`config.mk`:
```
export PLATFORM = sky130hd
export DESIGN_NAME = flash_prog_host
export DESIGN_NICKNAME = d
export VERILOG_FILES = /design/src/design/flash_prog_host.v /design/src/design/strobe_timer.v
export VERILOG_INCLUDE_DIRS = /design/src /design/src/common
export SDC_FILE = /design/constraint.sdc
export NUM_CORES = 1
export LEC_CHECK = 0
export BUFFER_PORTS_ARGS = -buffer_cell sky130_fd_sc_hd__buf_2
export CORE_ASPECT_RATIO = 1.1
export CORE_MARGIN = 2
export CORE_UTILIZATION = 50
export DETAILED_ROUTE_END_ITERATION = 10
export PLACE_DENSITY = 0.72
export SLEW_MARGIN = 10
export SYNTH_ARGS = -nofsm -noshare
export SYNTH_HDL_FRONTEND = slang
export SYNTH_SLANG_ARGS = --single-unit
export TNS_END_PERCENT = 5
```
`constraint.sdc`:
```
create_clock -name clock -period 3.5 [get_ports clock]
set_clock_uncertainty 0.2 [all_clocks]
set_input_delay 0.7 -clock clock [delete_from_list [all_inputs] [get_ports clock]]
set_output_delay 0.7 -clock clock [all_outputs]
set_load 0.005 [all_outputs]
```
`src/common/flash_prog_defines.vh`:
```
// constants for the flash byte program controller
// assumes a 50 MHz system clock
`ifndef FLASH_PROG_DEFINES_VH
`define FLASH_PROG_DEFINES_VH
`define CMD_PROG_SETUP 8'h40
`define CMD_PROG_VERIFY 8'hc0
`define CMD_READ_RESET 8'hff
`define CLK_MHZ 50
`define T_PULSE_NS 10000
`define T_RECOVER_NS 6000
`define T_SUPPLY_NS 100
`define T_STROBE_CYC 3
`define MAX_PULSES 25
`endif

```
`src/design/flash_prog_host.v`:
```
// host controller that programs one byte of a parallel flash through its pins
// assumes the flash pins are wired straight to the ports; data bus is tri-state
`timescale 1ns/1ps
`include "flash_prog_defines.vh"
module flash_prog_host #(
   parameter AW = 18,
   parameter MAX_PULSES = `MAX_PULSES
)(
   input wire clock,
   input wire rstn,
   input wire start,
   input wire [AW-1:0] progAddr,
   input wire [7:0] progData,
   input wire abort,
   output wire busy,
   output reg done,
   output reg fail,
   output reg [4:0] pulseCount,
   output reg supplyHigh,
   output reg [AW-1:0] flashAddr,
   output reg [7:0] flashDataOut,
   output reg flashDataOe,
   input wire [7:0] flashDataIn,
   output reg chipSelN,
   output reg outGateN,
   output reg writeStrobeN
);
   // =====================================================
   // timing counts
   // counts are clock cycles; the pulse rounds down, the waits round up
   localparam integer PULSE_CYC = (`T_PULSE_NS * `CLK_MHZ) / 1000;
   localparam integer RECOVER_CYC = (`T_RECOVER_NS * `CLK_MHZ + 999) / 1000;
   localparam integer SUPPLY_CYC = (`T_SUPPLY_NS * `CLK_MHZ + 999) / 1000;
   localparam [9:0] PULSE_CNT = PULSE_CYC[9:0];
   localparam [9:0] RECOVER_CNT = RECOVER_CYC[9:0];
   localparam [9:0] SUPPLY_CNT = SUPPLY_CYC[9:0];
   localparam integer STROBE_CYC = `T_STROBE_CYC;
   localparam [9:0] STROBE_CNT = STROBE_CYC[9:0];

   // =====================================================
   // states
   localparam [3:0] IDLE = 4'h0;
   localparam [3:0] SUPPLY = 4'h1;
   localparam [3:0] SETUP = 4'h2;
   localparam [3:0] PROG = 4'h3;
   localparam [3:0] PULSE = 4'h4;
   localparam [3:0] VERIFY = 4'h5;
   localparam [3:0] RECOVER = 4'h6;
   localparam [3:0] READ = 4'h7;
   localparam [3:0] COMPARE = 4'h8;
   localparam [3:0] RESET1 = 4'h9;
   localparam [3:0] RESET2 = 4'ha;
   localparam [3:0] FINISH = 4'hb;

   // write cycle phases
   localparam [1:0] PH_FALL = 2'h0;
   localparam [1:0] PH_LOW = 2'h1;
   localparam [1:0] PH_HIGH = 2'h2;

   reg [3:0] state_ff;
   reg [3:0] nxt_state;
   reg [1:0] phase_ff;
   reg [7:0] readData_ff;
   reg [7:0] expect_ff;
   reg [AW-1:0] addr_ff;
   reg passed_ff;
   reg abort_s1_ff;
   reg abort_ff;
   reg [7:0] dataSync_ff;
   reg timerStart;
   reg [9:0] timerCount;
   wire timerDone;

   strobe_timer #(.WIDTH(10)) u_timer (
      .clock(clock),
      .rstn(rstn),
      .start(timerStart),
      .count(timerCount),
      .done(timerDone)
   );

   // =====================================================
   // abort request is asynchronous to the clock
   always @(posedge clock or negedge rstn)
   begin
      if (!rstn)
      begin
         abort_s1_ff <= 1'b0;
         abort_ff <= 1'b0;
      end
      else
      begin
         abort_s1_ff <= abort;
         abort_ff <= abort_s1_ff;
      end
   end

   // =====================================================
   // read data pins change outside the clock domain; this flop and
   // readData_ff form the two stages before the compare sees them
   always @(posedge clock or negedge rstn)
   begin
      if (!rstn)
      begin
         dataSync_ff <= 8'h00;
      end
      else
      begin
         dataSync_ff <= flashDataIn;
      end
   end

   assign busy = (state_ff != IDLE);

   // a write state ends after its strobe has gone high again
   wire isWrite = (state_ff == SETUP) || (state_ff == PROG) || (state_ff == VERIFY) ||
                  (state_ff == RESET1) || (state_ff == RESET2);
   wire writeEnd = isWrite && (phase_ff == PH_HIGH) && timerDone;

   // =====================================================
   // next state
   always @*
   begin
      nxt_state = state_ff;
      case (state_ff)
         IDLE: if (start) nxt_state = SUPPLY;
         SUPPLY: if (timerDone) nxt_state = SETUP;
         SETUP: if (writeEnd) nxt_state = abort_ff ? RESET1 : PROG;
         PROG: if (writeEnd) nxt_state = PULSE;
         PULSE: if (timerDone) nxt_state = VERIFY;
         VERIFY: if (writeEnd) nxt_state = RECOVER;
         RECOVER: if (timerDone) nxt_state = READ;
         READ: if (timerDone) nxt_state = COMPARE;
         COMPARE:
         begin
            if (readData_ff == expect_ff || pulseCount >= MAX_PULSES[4:0] || abort_ff)
               nxt_state = RESET2;
            else
               nxt_state = SETUP;
         end
         RESET1: if (writeEnd) nxt_state = RESET2;
         RESET2: if (writeEnd) nxt_state = FINISH;
         FINISH: nxt_state = IDLE;
         default: nxt_state = IDLE;
      endcase
   end

   // =====================================================
   // timer launches
   always @*
   begin
      timerStart = 1'b0;
      timerCount = STROBE_CNT;
      if (state_ff == IDLE && start)
      begin
         timerStart = 1'b1;
         timerCount = SUPPLY_CNT;
      end
      else if (isWrite && !(phase_ff == PH_HIGH && timerDone) && (phase_ff == PH_FALL || timerDone))
         timerStart = 1'b1;
      else if (state_ff == SUPPLY && timerDone)
         timerStart = 1'b1;
      else if (state_ff == PROG && writeEnd)
      begin
         timerStart = 1'b1;
         timerCount = PULSE_CNT;
      end
      else if (state_ff == VERIFY && writeEnd)
      begin
         timerStart = 1'b1;
         timerCount = RECOVER_CNT;
      end
      else if ((state_ff == PULSE || state_ff == RECOVER) && timerDone)
         timerStart = 1'b1;
      else if (state_ff == COMPARE)
         timerStart = 1'b1;
   end

   // =====================================================
   // sequencing registers and pins
   always @(posedge clock or negedge rstn)
   begin
      if (!rstn)
      begin
         state_ff <= IDLE;
         phase_ff <= PH_FALL;
         readData_ff <= 8'h00;
         expect_ff <= 8'h00;
         addr_ff <= {AW{1'b0}};
         passed_ff <= 1'b0;
         pulseCount <= 5'h00;
         done <= 1'b0;
         fail <= 1'b0;
         supplyHigh <= 1'b0;
         flashAddr <= {AW{1'b0}};
         flashDataOut <= 8'h00;
         flashDataOe <= 1'b0;
         chipSelN <= 1'b1;
         outGateN <= 1'b1;
         writeStrobeN <= 1'b1;
      end
      else
      begin
         state_ff <= nxt_state;
         done <= (state_ff == FINISH) && passed_ff;
         fail <= (state_ff == FINISH) && !passed_ff;
         if (state_ff == IDLE && start)
         begin
            addr_ff <= progAddr;
            expect_ff <= progData;
            pulseCount <= 5'h00;
            passed_ff <= 1'b0;
            supplyHigh <= 1'b1;
         end
         if (state_ff == FINISH)
            supplyHigh <= 1'b0;
         if (state_ff == PROG && writeEnd)
            pulseCount <= pulseCount + 5'h01;
         if (state_ff == COMPARE)
            passed_ff <= (readData_ff == expect_ff);
         // write cycles: drive data, pulse the strobe low then high
         if (isWrite)
         begin
            chipSelN <= 1'b0;
            outGateN <= 1'b1;
            flashDataOe <= 1'b1;
            flashAddr <= addr_ff;
            case (state_ff)
               SETUP: flashDataOut <= `CMD_PROG_SETUP;
               PROG: flashDataOut <= expect_ff;
               VERIFY: flashDataOut <= `CMD_PROG_VERIFY;
               default: flashDataOut <= `CMD_READ_RESET;
            endcase
            case (phase_ff)
               PH_FALL:
               begin
                  writeStrobeN <= 1'b0;
                  phase_ff <= PH_LOW;
               end
               PH_LOW:
               begin
                  if (timerDone)
                  begin
                     writeStrobeN <= 1'b1;
                     phase_ff <= PH_HIGH;
                  end
               end
               PH_HIGH:
               begin
                  if (timerDone)
                     phase_ff <= PH_FALL;
               end
               default: phase_ff <= PH_FALL;
            endcase
         end
         else if (state_ff == READ)
         begin
            // ordinary read of the margin level byte
            chipSelN <= 1'b0;
            outGateN <= 1'b0;
            flashDataOe <= 1'b0;
            writeStrobeN <= 1'b1;
            // second synchroniser stage; taken two cycles after the gate falls,
            // so the first stage already holds the driven byte
            if (timerDone)
               readData_ff <= dataSync_ff;
         end
         else
         begin
            chipSelN <= 1'b1;
            outGateN <= 1'b1;
            flashDataOe <= 1'b0;
            writeStrobeN <= 1'b1;
            phase_ff <= PH_FALL;
         end
      end
   end
   // the strobe stays high PULSE_CNT plus 4 cycles between the program and verify writes
endmodule // flash_prog_host

```
`src/design/strobe_timer.v`:
```
// one-shot down counter used to time waits on the flash bus
// assumes start is a one-cycle pulse in the clock domain
`timescale 1ns/1ps
module strobe_timer #(
   parameter WIDTH = 10
)(
   input wire clock,
   input wire rstn,
   input wire start,
   input wire [WIDTH-1:0] count,
   output wire done
);
   reg [WIDTH-1:0] cnt_ff;
   reg busy_ff;
   always @(posedge clock or negedge rstn)
   begin
      if (!rstn)
      begin
         cnt_ff <= {WIDTH{1'b0}};
         busy_ff <= 1'b0;
      end
      else if (start)
      begin
         cnt_ff <= count;
         busy_ff <= 1'b1;
      end
      else if (busy_ff)
      begin
         if (cnt_ff <= {{(WIDTH-1){1'b0}}, 1'b1})
            busy_ff <= 1'b0;
         cnt_ff <= cnt_ff - {{(WIDTH-1){1'b0}}, 1'b1};
      end
   end
   // done pulses in the cycle the count runs out
   assign done = busy_ff && (cnt_ff <= {{(WIDTH-1){1'b0}}, 1'b1});
endmodule // strobe_timer

```
==> reports/metrics.csv, run 1 <==
metric,value,unit
die_w,94.9,um
routed_via_density,5.61,
grt_max_degree,88,
fin_crit_sh,80.5,%
cts_tree,built,
port_buffers,76,
criticalPathCategory,flip-flop to flip-flop,
synthTopCellsByArea,"dfrtp_1, nand2_1, xor2_1, mux2_1, dfstp_2",
crit_slowest_cell,or4_1,
irDropWorstVdd,0.271,mV
p_sw_share,21.3,%
holdPathStages,0,
finalNetCount,588,
rr_startpoint,u_timer.cnt_ff[2],
synth_seq_cells,100,
r2r-end,u_timer.cnt_ff[8],
worst_slew_margin_rel,28.5,%
crit_path_end,u_timer.cnt_ff[8],
cp_cell_sequence,or4_1 -> nor4_2 -> a2bb2oi_2 -> o22ai_1 -> a221oi_1,
synthArstFlopShare,100,%
maxCapViolations,0,
n_fill_cell,800,
multi_input_area,1900,sq um
yosys-top-cells-count,"nand2_1, dfrtp_1, clkbuf_1",
grt_usage,22.7,%
wl_per_cell,15.5,um
yosysTopAreaCellShare,53.4,%
die_y,104,um
rr_worst_depth,5,
rows,36,
seqPwrFrac,57.9,%
firstDrtPassIters,5,
syn_area,4540,sq um
wl,10300,um
drtIter0Drc,273,
finalSetupViolCount,0,
report.power.total,2010,uW
htree_levels,3,
syn_avg_cell_area,9.60,sq um
pwr-share-comb,2.2,%
place.gp.congestion,0.868,
p_clk_share,39.9,%
drcViolationCount,0,
synth-edff-count,0,
p_int,1580,uW
clk-insertion-delay-late,370,ps
cts-root-buf,clkbuf_8,
end_kind,flip-flop,
switchingPower,428,uW
synth_flop_cell,dfrtp_1,
layout-drive-gt1-share,21.4,%
cts_buffers,9,
crit_path_start_kind,flip-flop,
post_cts_resized,0,
rsz0062_at_grt,no,
tightest_slew,1070,ps
synth_fp_nets,515,
grt_first_pass_wirelength,17500,um
die_area,9870,sq um
core,8830,sq um
postCtsSetupRepairBufs,0,
cp.arrival,2890,ps
antenna_cells,0,
critPathMaxFanout,8,
ys_warn_count,0,
rrSetupSlack,680,ps
synth.most_common_cell,nand2_1,
period_minus_slack,2820,ps
timing.fmax,355,MHz
antenna_found_initial,0,
io_pins,77,
final_max_slew_viol_count,0,
fin_tns_setup,0,ps
syn2layout_area_growth,15.9,%
cpPeakStageDelay,690,ps
clock_sinks,100,
start_util,51.5,%
clk_pin_slew,90,ps
dr_total_vias,3730,
dp.final_hpwl,7310,um
crit_start,u_timer.cnt_ff[2],
status,completed,
yosysUniqueCellTypes,61,
ctsHoldBuffers,0,
yosys.area.top_type,dfrtp_1,
p_leak,0.00283,uW
grt_pass1_vias,3557,
finalHoldViolations,0,
seq_area_frac_synth,55.2,%
ff_latch_area,2510,sq um
syn_inst,473,
cts-root-to-sink-buffers,2,
required,3570,ps
antenna_left,0,
hp-class,flip-flop to flip-flop,
p_per_area,381,nW/um^2
grt_remaining_overflow,0,
worst max-delay path, delay by kind of cell, from the launching register on:
family | cells | cell delay, ps
simple gates | 2 | 1180
compound gates | 3 | 900
flops | 1 | 440
kinds of logic (layout without fill, tap and decap cells):
| kind of cell | count (synthesis) | count (layout) | synth area share [%] |
|---|---|---|---|
| compound gates | 83 | 83 | 13.0 |
| buf+inv | 35 | 113 | 2.95 |
| flops | 100 | 100 | 55.2 |
| simple gates | 226 | 226 | 22.4 |
| mux | 10 | 10 | 2.45 |
| xor+xnor | 15 | 15 | 2.89 |
| fa+ha+maj | 4 | 4 | 1.10 |
power by group through the flow:
stage / clock network, uW / logic (uW) / registers [uW]
global placement: 0 / 46.1 / 1190
floorplan: 0 / 0.967 / 1180
detailed placement: 0 / 46.5 / 1190
CTS: 820 / 46.8 / 1160
finish: 802 / 44.4 / 1160
global route: 864 / 52.3 / 1160
routing by layer:
layer | part of all wire, % | global-route usage (%) | vias up
met1 | 44 | 32.1 | 1828
met3 | 4.8 | 4.35 | 26
li1 | - | - | 1766
met5 | 0 | 0 | -
met4 | 3.1 | 9.42 | 0
met2 | 48 | 34.2 | 110
state kept, by name (all words and copies together), names as in the netlist:
signal and count:
addr_ff 18, flashAddr 18, u_timer.cnt_ff 10, dataSync_ff 8, expect_ff 8, flashDataOut 8, readData_ff 8, pulseCount 5
state_ff 4, phase_ff 2, abort_ff 1, abort_s1_ff 1, chipSelN 1, done 1, fail 1, flashDataOe 1
outGateN 1, passed_ff 1, supplyHigh 1, u_timer.busy_ff 1, writeStrobeN 1
placed cells by master (no fill, tap or decap), types with 3 or more instances in the layout:
master / n
nand2_1: 152
dfrtp_1: 97
buf_2: 75
nor2_1: 18
a21oi_1: 14
xor2_1: 12
inv_1: 11
nand3_1: 11
buf_4: 11
nor3_1: 9
o21ai_0: 9
clkbuf_8: 9
mux2_1: 8
nor4_1: 8
a221oi_1: 8
a21o_1: 8
o21ai_1: 7
nor2b_1: 4
or4_1: 4
o22ai_1: 4
a211oi_1: 4
ha_1: 4
xnor2_1: 3
o21bai_1: 3
a31oi_1: 3
dfstp_2: 3
area by class of cell:
cell class | count | area share (%)
clock buffers | 10 | 2.42
clock inverters | 6 | 1.66
inverters | 11 | 0.784
multi-input cells | 338 | 36.1
flip-flops and latches | 100 | 47.6
well taps | 114 | 2.71
repair buffers | 86 | 8.70
worst min path at each step:
stage,start,endpoint,slack [ps]
after CTS,abort_s1_ff,abort_ff,160
after detailed placement,abort_s1_ff,abort_ff,140
after global placement,abort_s1_ff,abort_ff,130
after global routing,abort_s1_ff,abort_ff,160
final,abort_s1_ff,abort_ff,160
after floorplan,abort_s1_ff,abort_ff,130
through the flow:
step / cell area, sq um / instances / util (%) / setup WS (ps) / hold WS (ps)
2_1_floorplan: 4540 / 473 / - / 994 / 131
3_3_place_gp: 5050 / 649 / 57.2 / 805 / 134
3_5_place_dp: 5050 / 649 / 57.2 / 737 / 139
4_1_cts: 5270 / 665 / 59.7 / 710 / 160
5_1_grt: 5270 / 665 / 59.7 / 596 / 162
6_report: 5270 / 665 / 59.7 / 683 / 158
(Power assumes the default switching activity.)
==> inputs of run 2 (changes only) <==
--- a/config.mk
+++ b/config.mk
@@ -6,12 +6,13 @@
 export SDC_FILE = /design/constraint.sdc
 export NUM_CORES = 1
 export LEC_CHECK = 0
+export ABC_AREA = 1
 export BUFFER_PORTS_ARGS = -buffer_cell sky130_fd_sc_hd__buf_2
 export CORE_ASPECT_RATIO = 1.1
 export CORE_MARGIN = 2
 export CORE_UTILIZATION = 50
 export DETAILED_ROUTE_END_ITERATION = 10
-export PLACE_DENSITY = 0.72
+export PLACE_DENSITY = 0.75
 export SLEW_MARGIN = 10
 export SYNTH_ARGS = -nofsm -noshare
 export SYNTH_HDL_FRONTEND = slang
==> constraint.sdc (replaced) <==
create_clock -name clock -period 2.5 [get_ports clock]
set_clock_uncertainty 0.2 [all_clocks]
set_input_delay 0.5 -clock clock [delete_from_list [all_inputs] [get_ports clock]]
set_output_delay 0.5 -clock clock [all_outputs]
set_load 0.005 [all_outputs]
==> run 2 against run 1 <==
Compared with the run above:
- synthesized area decreased by 3.9%
- sequential cell count stayed put
- first-iteration DRC count down 52%
- synthesized cell count grew 1.9%
- worst hold slack worse by 130 ps
- global-route usage decreased by 2.7 points
- total power rose by 34%
- via count down 8.4%
- routed wire length shrank 17%
- worst setup slack lost 380 ps
- cell count increased by 2.3%
- critical path depth is 7 higher
==> reports/metrics.csv, run 2 <==
metric,value,unit
status,completed,
seq_area_frac_synth,57.4,%
place.gp.congestion,0.888,
whs_endpoint,dataSync_ff[1],
htree_levels,3,
finalNetCount,606,
routed_via_density,5.03,
wl_per_cell,12.6,um
clk-insertion-delay-late,370,ps
preCtsSetupSlack,317,ps
syn_inst,482,
synthTopCellsByArea,"dfrtp_1, nand2_1, o21ai_0, inv_1, nor2_1",
synth_fp_nets,524,
yosys-top-cells-count,"nand2_1, dfrtp_1, inv_1",
timing.fmax,456,MHz
synthArstFlopShare,100,%
cts-root-buf,clkbuf_8,
antenna_found_initial,0,
worst_slew_margin_rel,72.4,%
maxCapViolations,0,
cp_cell_sequence,inv_1 -> ha_1 -> o21ai_2 -> nor2_2 -> nand2_1 -> inv_1 -> nand3_1 -> nand2_2 -> nor2_8 -> o21ai_0 -> nand2_1 -> nand2_1,
rsz0062_at_grt,no,
ys_warn_count,0,
clock_sinks,100,
cts-root-to-sink-buffers,2,
crit_slowest_cell,dfrtp_1,
period_minus_slack,2190,ps
io_pins,77,
fin_crit_sh,87.7,%
antenna_left,0,
drcViolationCount,0,
die_area,9500,sq um
rr_startpoint,u_timer.cnt_ff[0],
post_cts_resized,0,
required,2570,ps
critical_path_buf_inv_count,2,
die_y,102,um
critPathMaxFanout,9,
setup_slack,308,ps
grt_max_degree,76,
grt_usage,20.0,%
rows,35,
synth_seq_cells,100,
wl_met1,3930,um
crit_path_start_kind,flip-flop,
crit_top_cell,nand2_1,
synth_flop_cell,dfrtp_1,
rrSetupSlack,310,ps
synth-edff-count,0,
cts_buffers,9,
syn_avg_cell_area,9.06,sq um
p_leak,0.00270,uW
criticalPathCategory,flip-flop to flip-flop,
p_per_area,527,nW/um^2
wl,8540,um
synth.most_common_cell,nand2_1,
finalHoldViolations,0,
routed.top_layer,met4,
irDropWorstVdd,0.347,mV
layout_common_cells,"nand2_1, dfrtp_1, buf_2, inv_1, o21ai_0",
hp-class,input pin to flip-flop,
grt_first_pass_wirelength,15000,um
cpPeakStageDelay,420,ps
final_max_slew_viol_count,0,
dpl_cell_area,4900,sq um
cts_tree,built,
clk_pin_slew,100,ps
hp-start,flashDataIn[1],
crit_family,simple AND/OR/NAND/NOR gates,
end_kind,flip-flop,
syn_area,4370,sq um
antenna_cells,0,
grt_remaining_overflow,0,
port_buffers,76,
report.power.total,2690,uW
holdPathStages,1,
tightest_slew,413,ps
fin_tns_setup,0,ps
mostFrequentLayoutCell,nand2_1,
finalSetupViolCount,0,
die_w,93.1,um
syn2layout_area_growth,16.8,%
start_util,51.7,%
core,8450,sq um
drtIter0Drc,131,
rr_worst_depth,12,
cp.arrival,2260,ps
wl_met2,4070,um
layout-drive-gt1-share,22.7,%
met3WireLength,408,um
final_cell_area,5100,sq um
reg_top3,"addr_ff: 18 flops, flashAddr: 18 flops, u_timer.cnt_ff: 10 flops",
yosysTopAreaCellShare,55.6,%
r2r-end,u_timer.cnt_ff[0],
dp.final_hpwl,6190,um
yosysUniqueCellTypes,35,
grt_pass1_vias,3377,
yosys.area.top_type,dfrtp_1,
firstDrtPassIters,4,
dr_total_vias,3417,
-- run 2: cell types whose count changed in the layout (fill, tap and decap cells not counted), sizes merged, moves of 13 or more --
cell,previous run,this run
nand2,152,139
o21ai,16,51
inv,12,57
nor2,19,43
-- run 2: power breakdown --
part           switching (uW)  internal, uW  total [uW]
registers                2.48          1620        1630
logic                    38.1          25.2        63.3
clock network             593           408        1000
total                     634          2060        2690
-- run 2: per-layer routing --
metal  vias up  global-route usage (%)
li1       1687                       -
met3        11                    5.31
met4         0                    8.26
met2        82                    31.8
met1      1637                    26.4
met5         -                       0
-- run 2: final cells by class --
type	instances	area [sq um]
Tap cell	111	139
Multi-Input combinational cell	316	1600
Fill cell	732	3350
Timing Repair Buffer	82	455
Clock buffer	10	138
Inverter	55	209
Clock inverter	6	56.3
Sequential cell	100	2510
-- run 2: worst max-delay path by stage --
| stage | start | endpoint | slack (ps) | depth (start not counted) |
|---|---|---|---|---|
| 3_3_place_gp | u_timer.cnt_ff[0] | u_timer.cnt_ff[0] | 420 | 13 |
| 2_1_floorplan | u_timer.cnt_ff[0] | u_timer.cnt_ff[4] | 550 | 13 |
| 4_1_cts | u_timer.cnt_ff[0] | pulseCount[2] | 300 | 13 |
| 6_report | u_timer.cnt_ff[0] | u_timer.cnt_ff[0] | 310 | 12 |
| 5_1_grt | u_timer.cnt_ff[0] | pulseCount[2] | 40 | 13 |
| 3_5_place_dp | u_timer.cnt_ff[0] | pulseCount[2] | 320 | 13 |
-- run 2: repair_timing --
| item | CTS | global route |
|---|---|---|
| endpoints found under the hold margin | 23 | 0 |
| hold buffers | 1 | 0 |
| setup buffers | 0 | 0 |
-- run 2: through the flow --
step,hold slack [ps],util (%),instances
after floorplan,4.41,-,482
after detailed placement,139,58.0,663
after CTS,8.54,60.4,680
after global routing,4.74,60.4,680
after global placement,134,58.0,663
final,28.1,60.4,680
-- run 2: worst register-to-register path: stages, from the launching register on --
cell	delay, ps
dfrtp_1	420
inv_1	80
ha_1	250
o21ai_2	140
nor2_2	70
nand2_1	160
inv_1	120
nand3_1	110
nand2_2	100
nor2_8	160
o21ai_0	140
nand2_1	90
nand2_1	50
-- run 2: kinds of logic after synthesis --
kind of cell	Yosys count	share of synthesized area (%)
AOI/OAI and AO/OA	72	8.82
xor gates and xnor gates	18	3.61
adders and majority gates	4	1.15
buffers and inverters	66	5.99
DFF	100	57.4
muxes	8	2.06
and+or+nand+nor	214	21.0
==> inputs of run 3 (changes only) <==
--- a/config.mk
+++ b/config.mk
@@ -16,5 +16,6 @@
 export SLEW_MARGIN = 10
 export SYNTH_ARGS = -nofsm -noshare
 export SYNTH_HDL_FRONTEND = slang
+export SYNTH_HIERARCHICAL = 1
 export SYNTH_SLANG_ARGS = --single-unit
 export TNS_END_PERCENT = 5
==> run 3 against run 2 <==
Compared with the run above:
- non-clock buffer count is 11 higher
- largest cell class unchanged
- maximum frequency is 6.7% lower
- global-route usage is 0.44 points higher
- combinational power grew to 45 times the previous value
- largest power group is now combinational logic
- worst hold slack better by 5.7 ps
==> reports/metrics.csv, run 3 <==
metric,value,unit
status,completed,
antenna_left,0,
synth-edff-count,0,
cts-root-buf,clkbuf_8,
layout_common_cells,"nand2_1, dfrtp_1, buf_2, inv_1, nor2_1",
dp.final_hpwl,6760,um
antenna_found_initial,0,
cts_buffers,9,
critical_path_buf_inv_count,4,
crit_top_cell,inv_2,
firstDrtPassIters,4,
syn_area,4590,sq um
synth_top_family_by_area,simple AND/OR/NAND/NOR gates,
routed_via_density,4.95,
critPathMaxFanout,7,
clock_sinks,100,
p_per_area,1230,nW/um^2
holdWs,33.9,ps
synthArstFlopShare,100,%
htree_levels,3,
final_max_slew_viol_count,0,
finalSetupViolCount,0,
yosys.area.top_type,dfrtp_1,
layout-drive-gt1-share,27.0,%
die_y,104,um
synth-xor-area-share,1.15,%
cp_cell_sequence,nor2_2 -> nand2_1 -> nor4_4 -> inv_2 -> nor2_4 -> nand3_1 -> nand2_1 -> inv_1 -> nand2_4 -> inv_2 -> nand2_2 -> inv_2 -> a22oi_2 -> o21ai_1,
required,2560,ps
rsz0062_at_grt,no,
synth_fp_nets,569,
antenna_cells,0,
synthTopCellsByArea,"dfrtp_1, nand2_1, nand3_1, inv_1, nor2_1",
dpl_cell_area,5140,sq um
drtIter0Drc,212,
yosys-top-cells-count,"nand2_1, dfrtp_1, inv_1",
grt_first_pass_wirelength,16100,um
finalNetCount,659,
synthSimpleGateAreaFrac,29.0,%
mostFrequentLayoutCell,nand2_1,
reg_top3,"addr_ff: 18 flops, flashAddr: 18 flops, u_timer/cnt_ff: 10 flops",
ys_warn_count,6,
start_util,51.7,%
core,8870,sq um
drcViolationCount,0,
criticalPathCategory,flip-flop to flip-flop,
die_area,9960,sq um
fin_tns_setup,0,ps
seq_area_frac_synth,54.6,%
fin_crit_sh,94.0,%
cts-root-to-sink-buffers,2,
syn2layout_area_growth,17.7,%
grt_max_degree,43,
clk-insertion-delay-late,370,ps
dr_total_vias,3642,
clk_pin_slew,100,ps
wl_per_cell,12.9,um
die_w,95.3,um
worst_slew_margin_rel,62.6,%
synth.most_common_cell,nand2_1,
grt_usage,20.4,%
finalHoldViolations,0,
port_buffers,76,
cpPeakStageDelay,440,ps
synth_compound_area_share,5.97,%
n_fill_cell,785,
yosysUniqueCellTypes,43,
crit_slowest_cell,dfrtp_1,
grt_remaining_overflow,0,
period_minus_slack,2350,ps
tightest_slew,562,ps
crit_family,simple AND/OR/NAND/NOR gates,
irDropWorstVdd,0.631,mV
maxCapViolations,0,
cts_tree,built,
hp-class,input pin to flip-flop,
wl,9470,um
yosysTopAreaCellShare,52.9,%
grt_pass1_vias,3531,
synthAdderAreaFrac,1.09,%
synth_seq_cells,100,
rows,36,
syn_inst,527,
io_pins,77,
place.gp.congestion,0.863,
synth_mux_area_share,1.55,%
end_kind,flip-flop,
synth_flop_cell,dfrtp_1,
report.power.total,6620,uW
p_leak,0.00293,uW
final_cell_area,5400,sq um
timing.fmax,425,MHz
syn_avg_cell_area,8.71,sq um
cp.arrival,2410,ps
crit_path_start_kind,flip-flop,
run 3: layer usage:
| layer | global-route usage, % | up-vias | part of all wire (%) |
|---|---|---|---|
| li1 | - | 1821 | - |
| met1 | 27.6 | 1715 | 45 |
| met2 | 32.2 | 90 | 49 |
| met3 | 4.20 | 16 | 3.9 |
| met4 | 7.76 | 0 | 2.0 |
| met5 | 0 | - | 0 |
run 3: layout make-up:
| type | instances | area [sq um] | area share, % |
|---|---|---|---|
| clock buffer | 9 | 124 | 2.29 |
| inverter | 52 | 199 | 3.68 |
| timing repair buffer | 93 | 513 | 9.49 |
| clock inverter | 7 | 97.6 | 1.81 |
| tap | 114 | 143 | 2.64 |
| sequential | 100 | 2510 | 46.4 |
| multi-input combinational | 361 | 1820 | 33.7 |
run 3: metrics by stage:
| stage | cells | setup slack, ps | util, % |
|---|---|---|---|
| floorplan | 527 | 22.2 | - |
| global placement | 718 | 99.6 | 57.9 |
| detailed placement | 718 | -35.4 | 57.9 |
| CTS | 735 | 25.0 | 60.5 |
| global route | 736 | 13.6 | 60.9 |
| finish | 736 | 150 | 60.9 |
run 3: worst paths after layout:
path                            slack [ps]                 to  cells after the start         startpoint
worst max-delay path                   150  u_timer/cnt_ff[3]                     14  u_timer/cnt_ff[5]
worst min-delay path                    30     dataSync_ff[7]                      1     flashDataIn[7]
worst max register to register         150  u_timer/cnt_ff[3]                     14  u_timer/cnt_ff[5]
worst min register to register         190           abort_ff                      0        abort_s1_ff
max in group asynchronous              930       writeStrobeN                      3               rstn
min in group asynchronous              450      pulseCount[0]                      2               rstn
run 3: power by group:
part | internal, uW | switching, uW
logic | 1100 | 1750
clock network | 569 | 571
registers | 2220 | 406
total | 3890 | 2730
run 3: logic make-up after synthesis:
kind of cell | Yosys count
and+or+nand+nor | 298
DFF | 100
buffers and inverters | 66
AOI/OAI and AO/OA | 47
xor gates and xnor gates | 6
muxes | 5
adders and majority gates | 4
other | 1
run 3: repair_timing:
action                                  in CTS  in global routing
setup buffers                                0                  1
pin swaps                                    1                  2
resized for setup                            0                  7
endpoints found under the setup margin       7                 11
hold buffers                                 1                  0
hold endpoints to repair                    37                  0
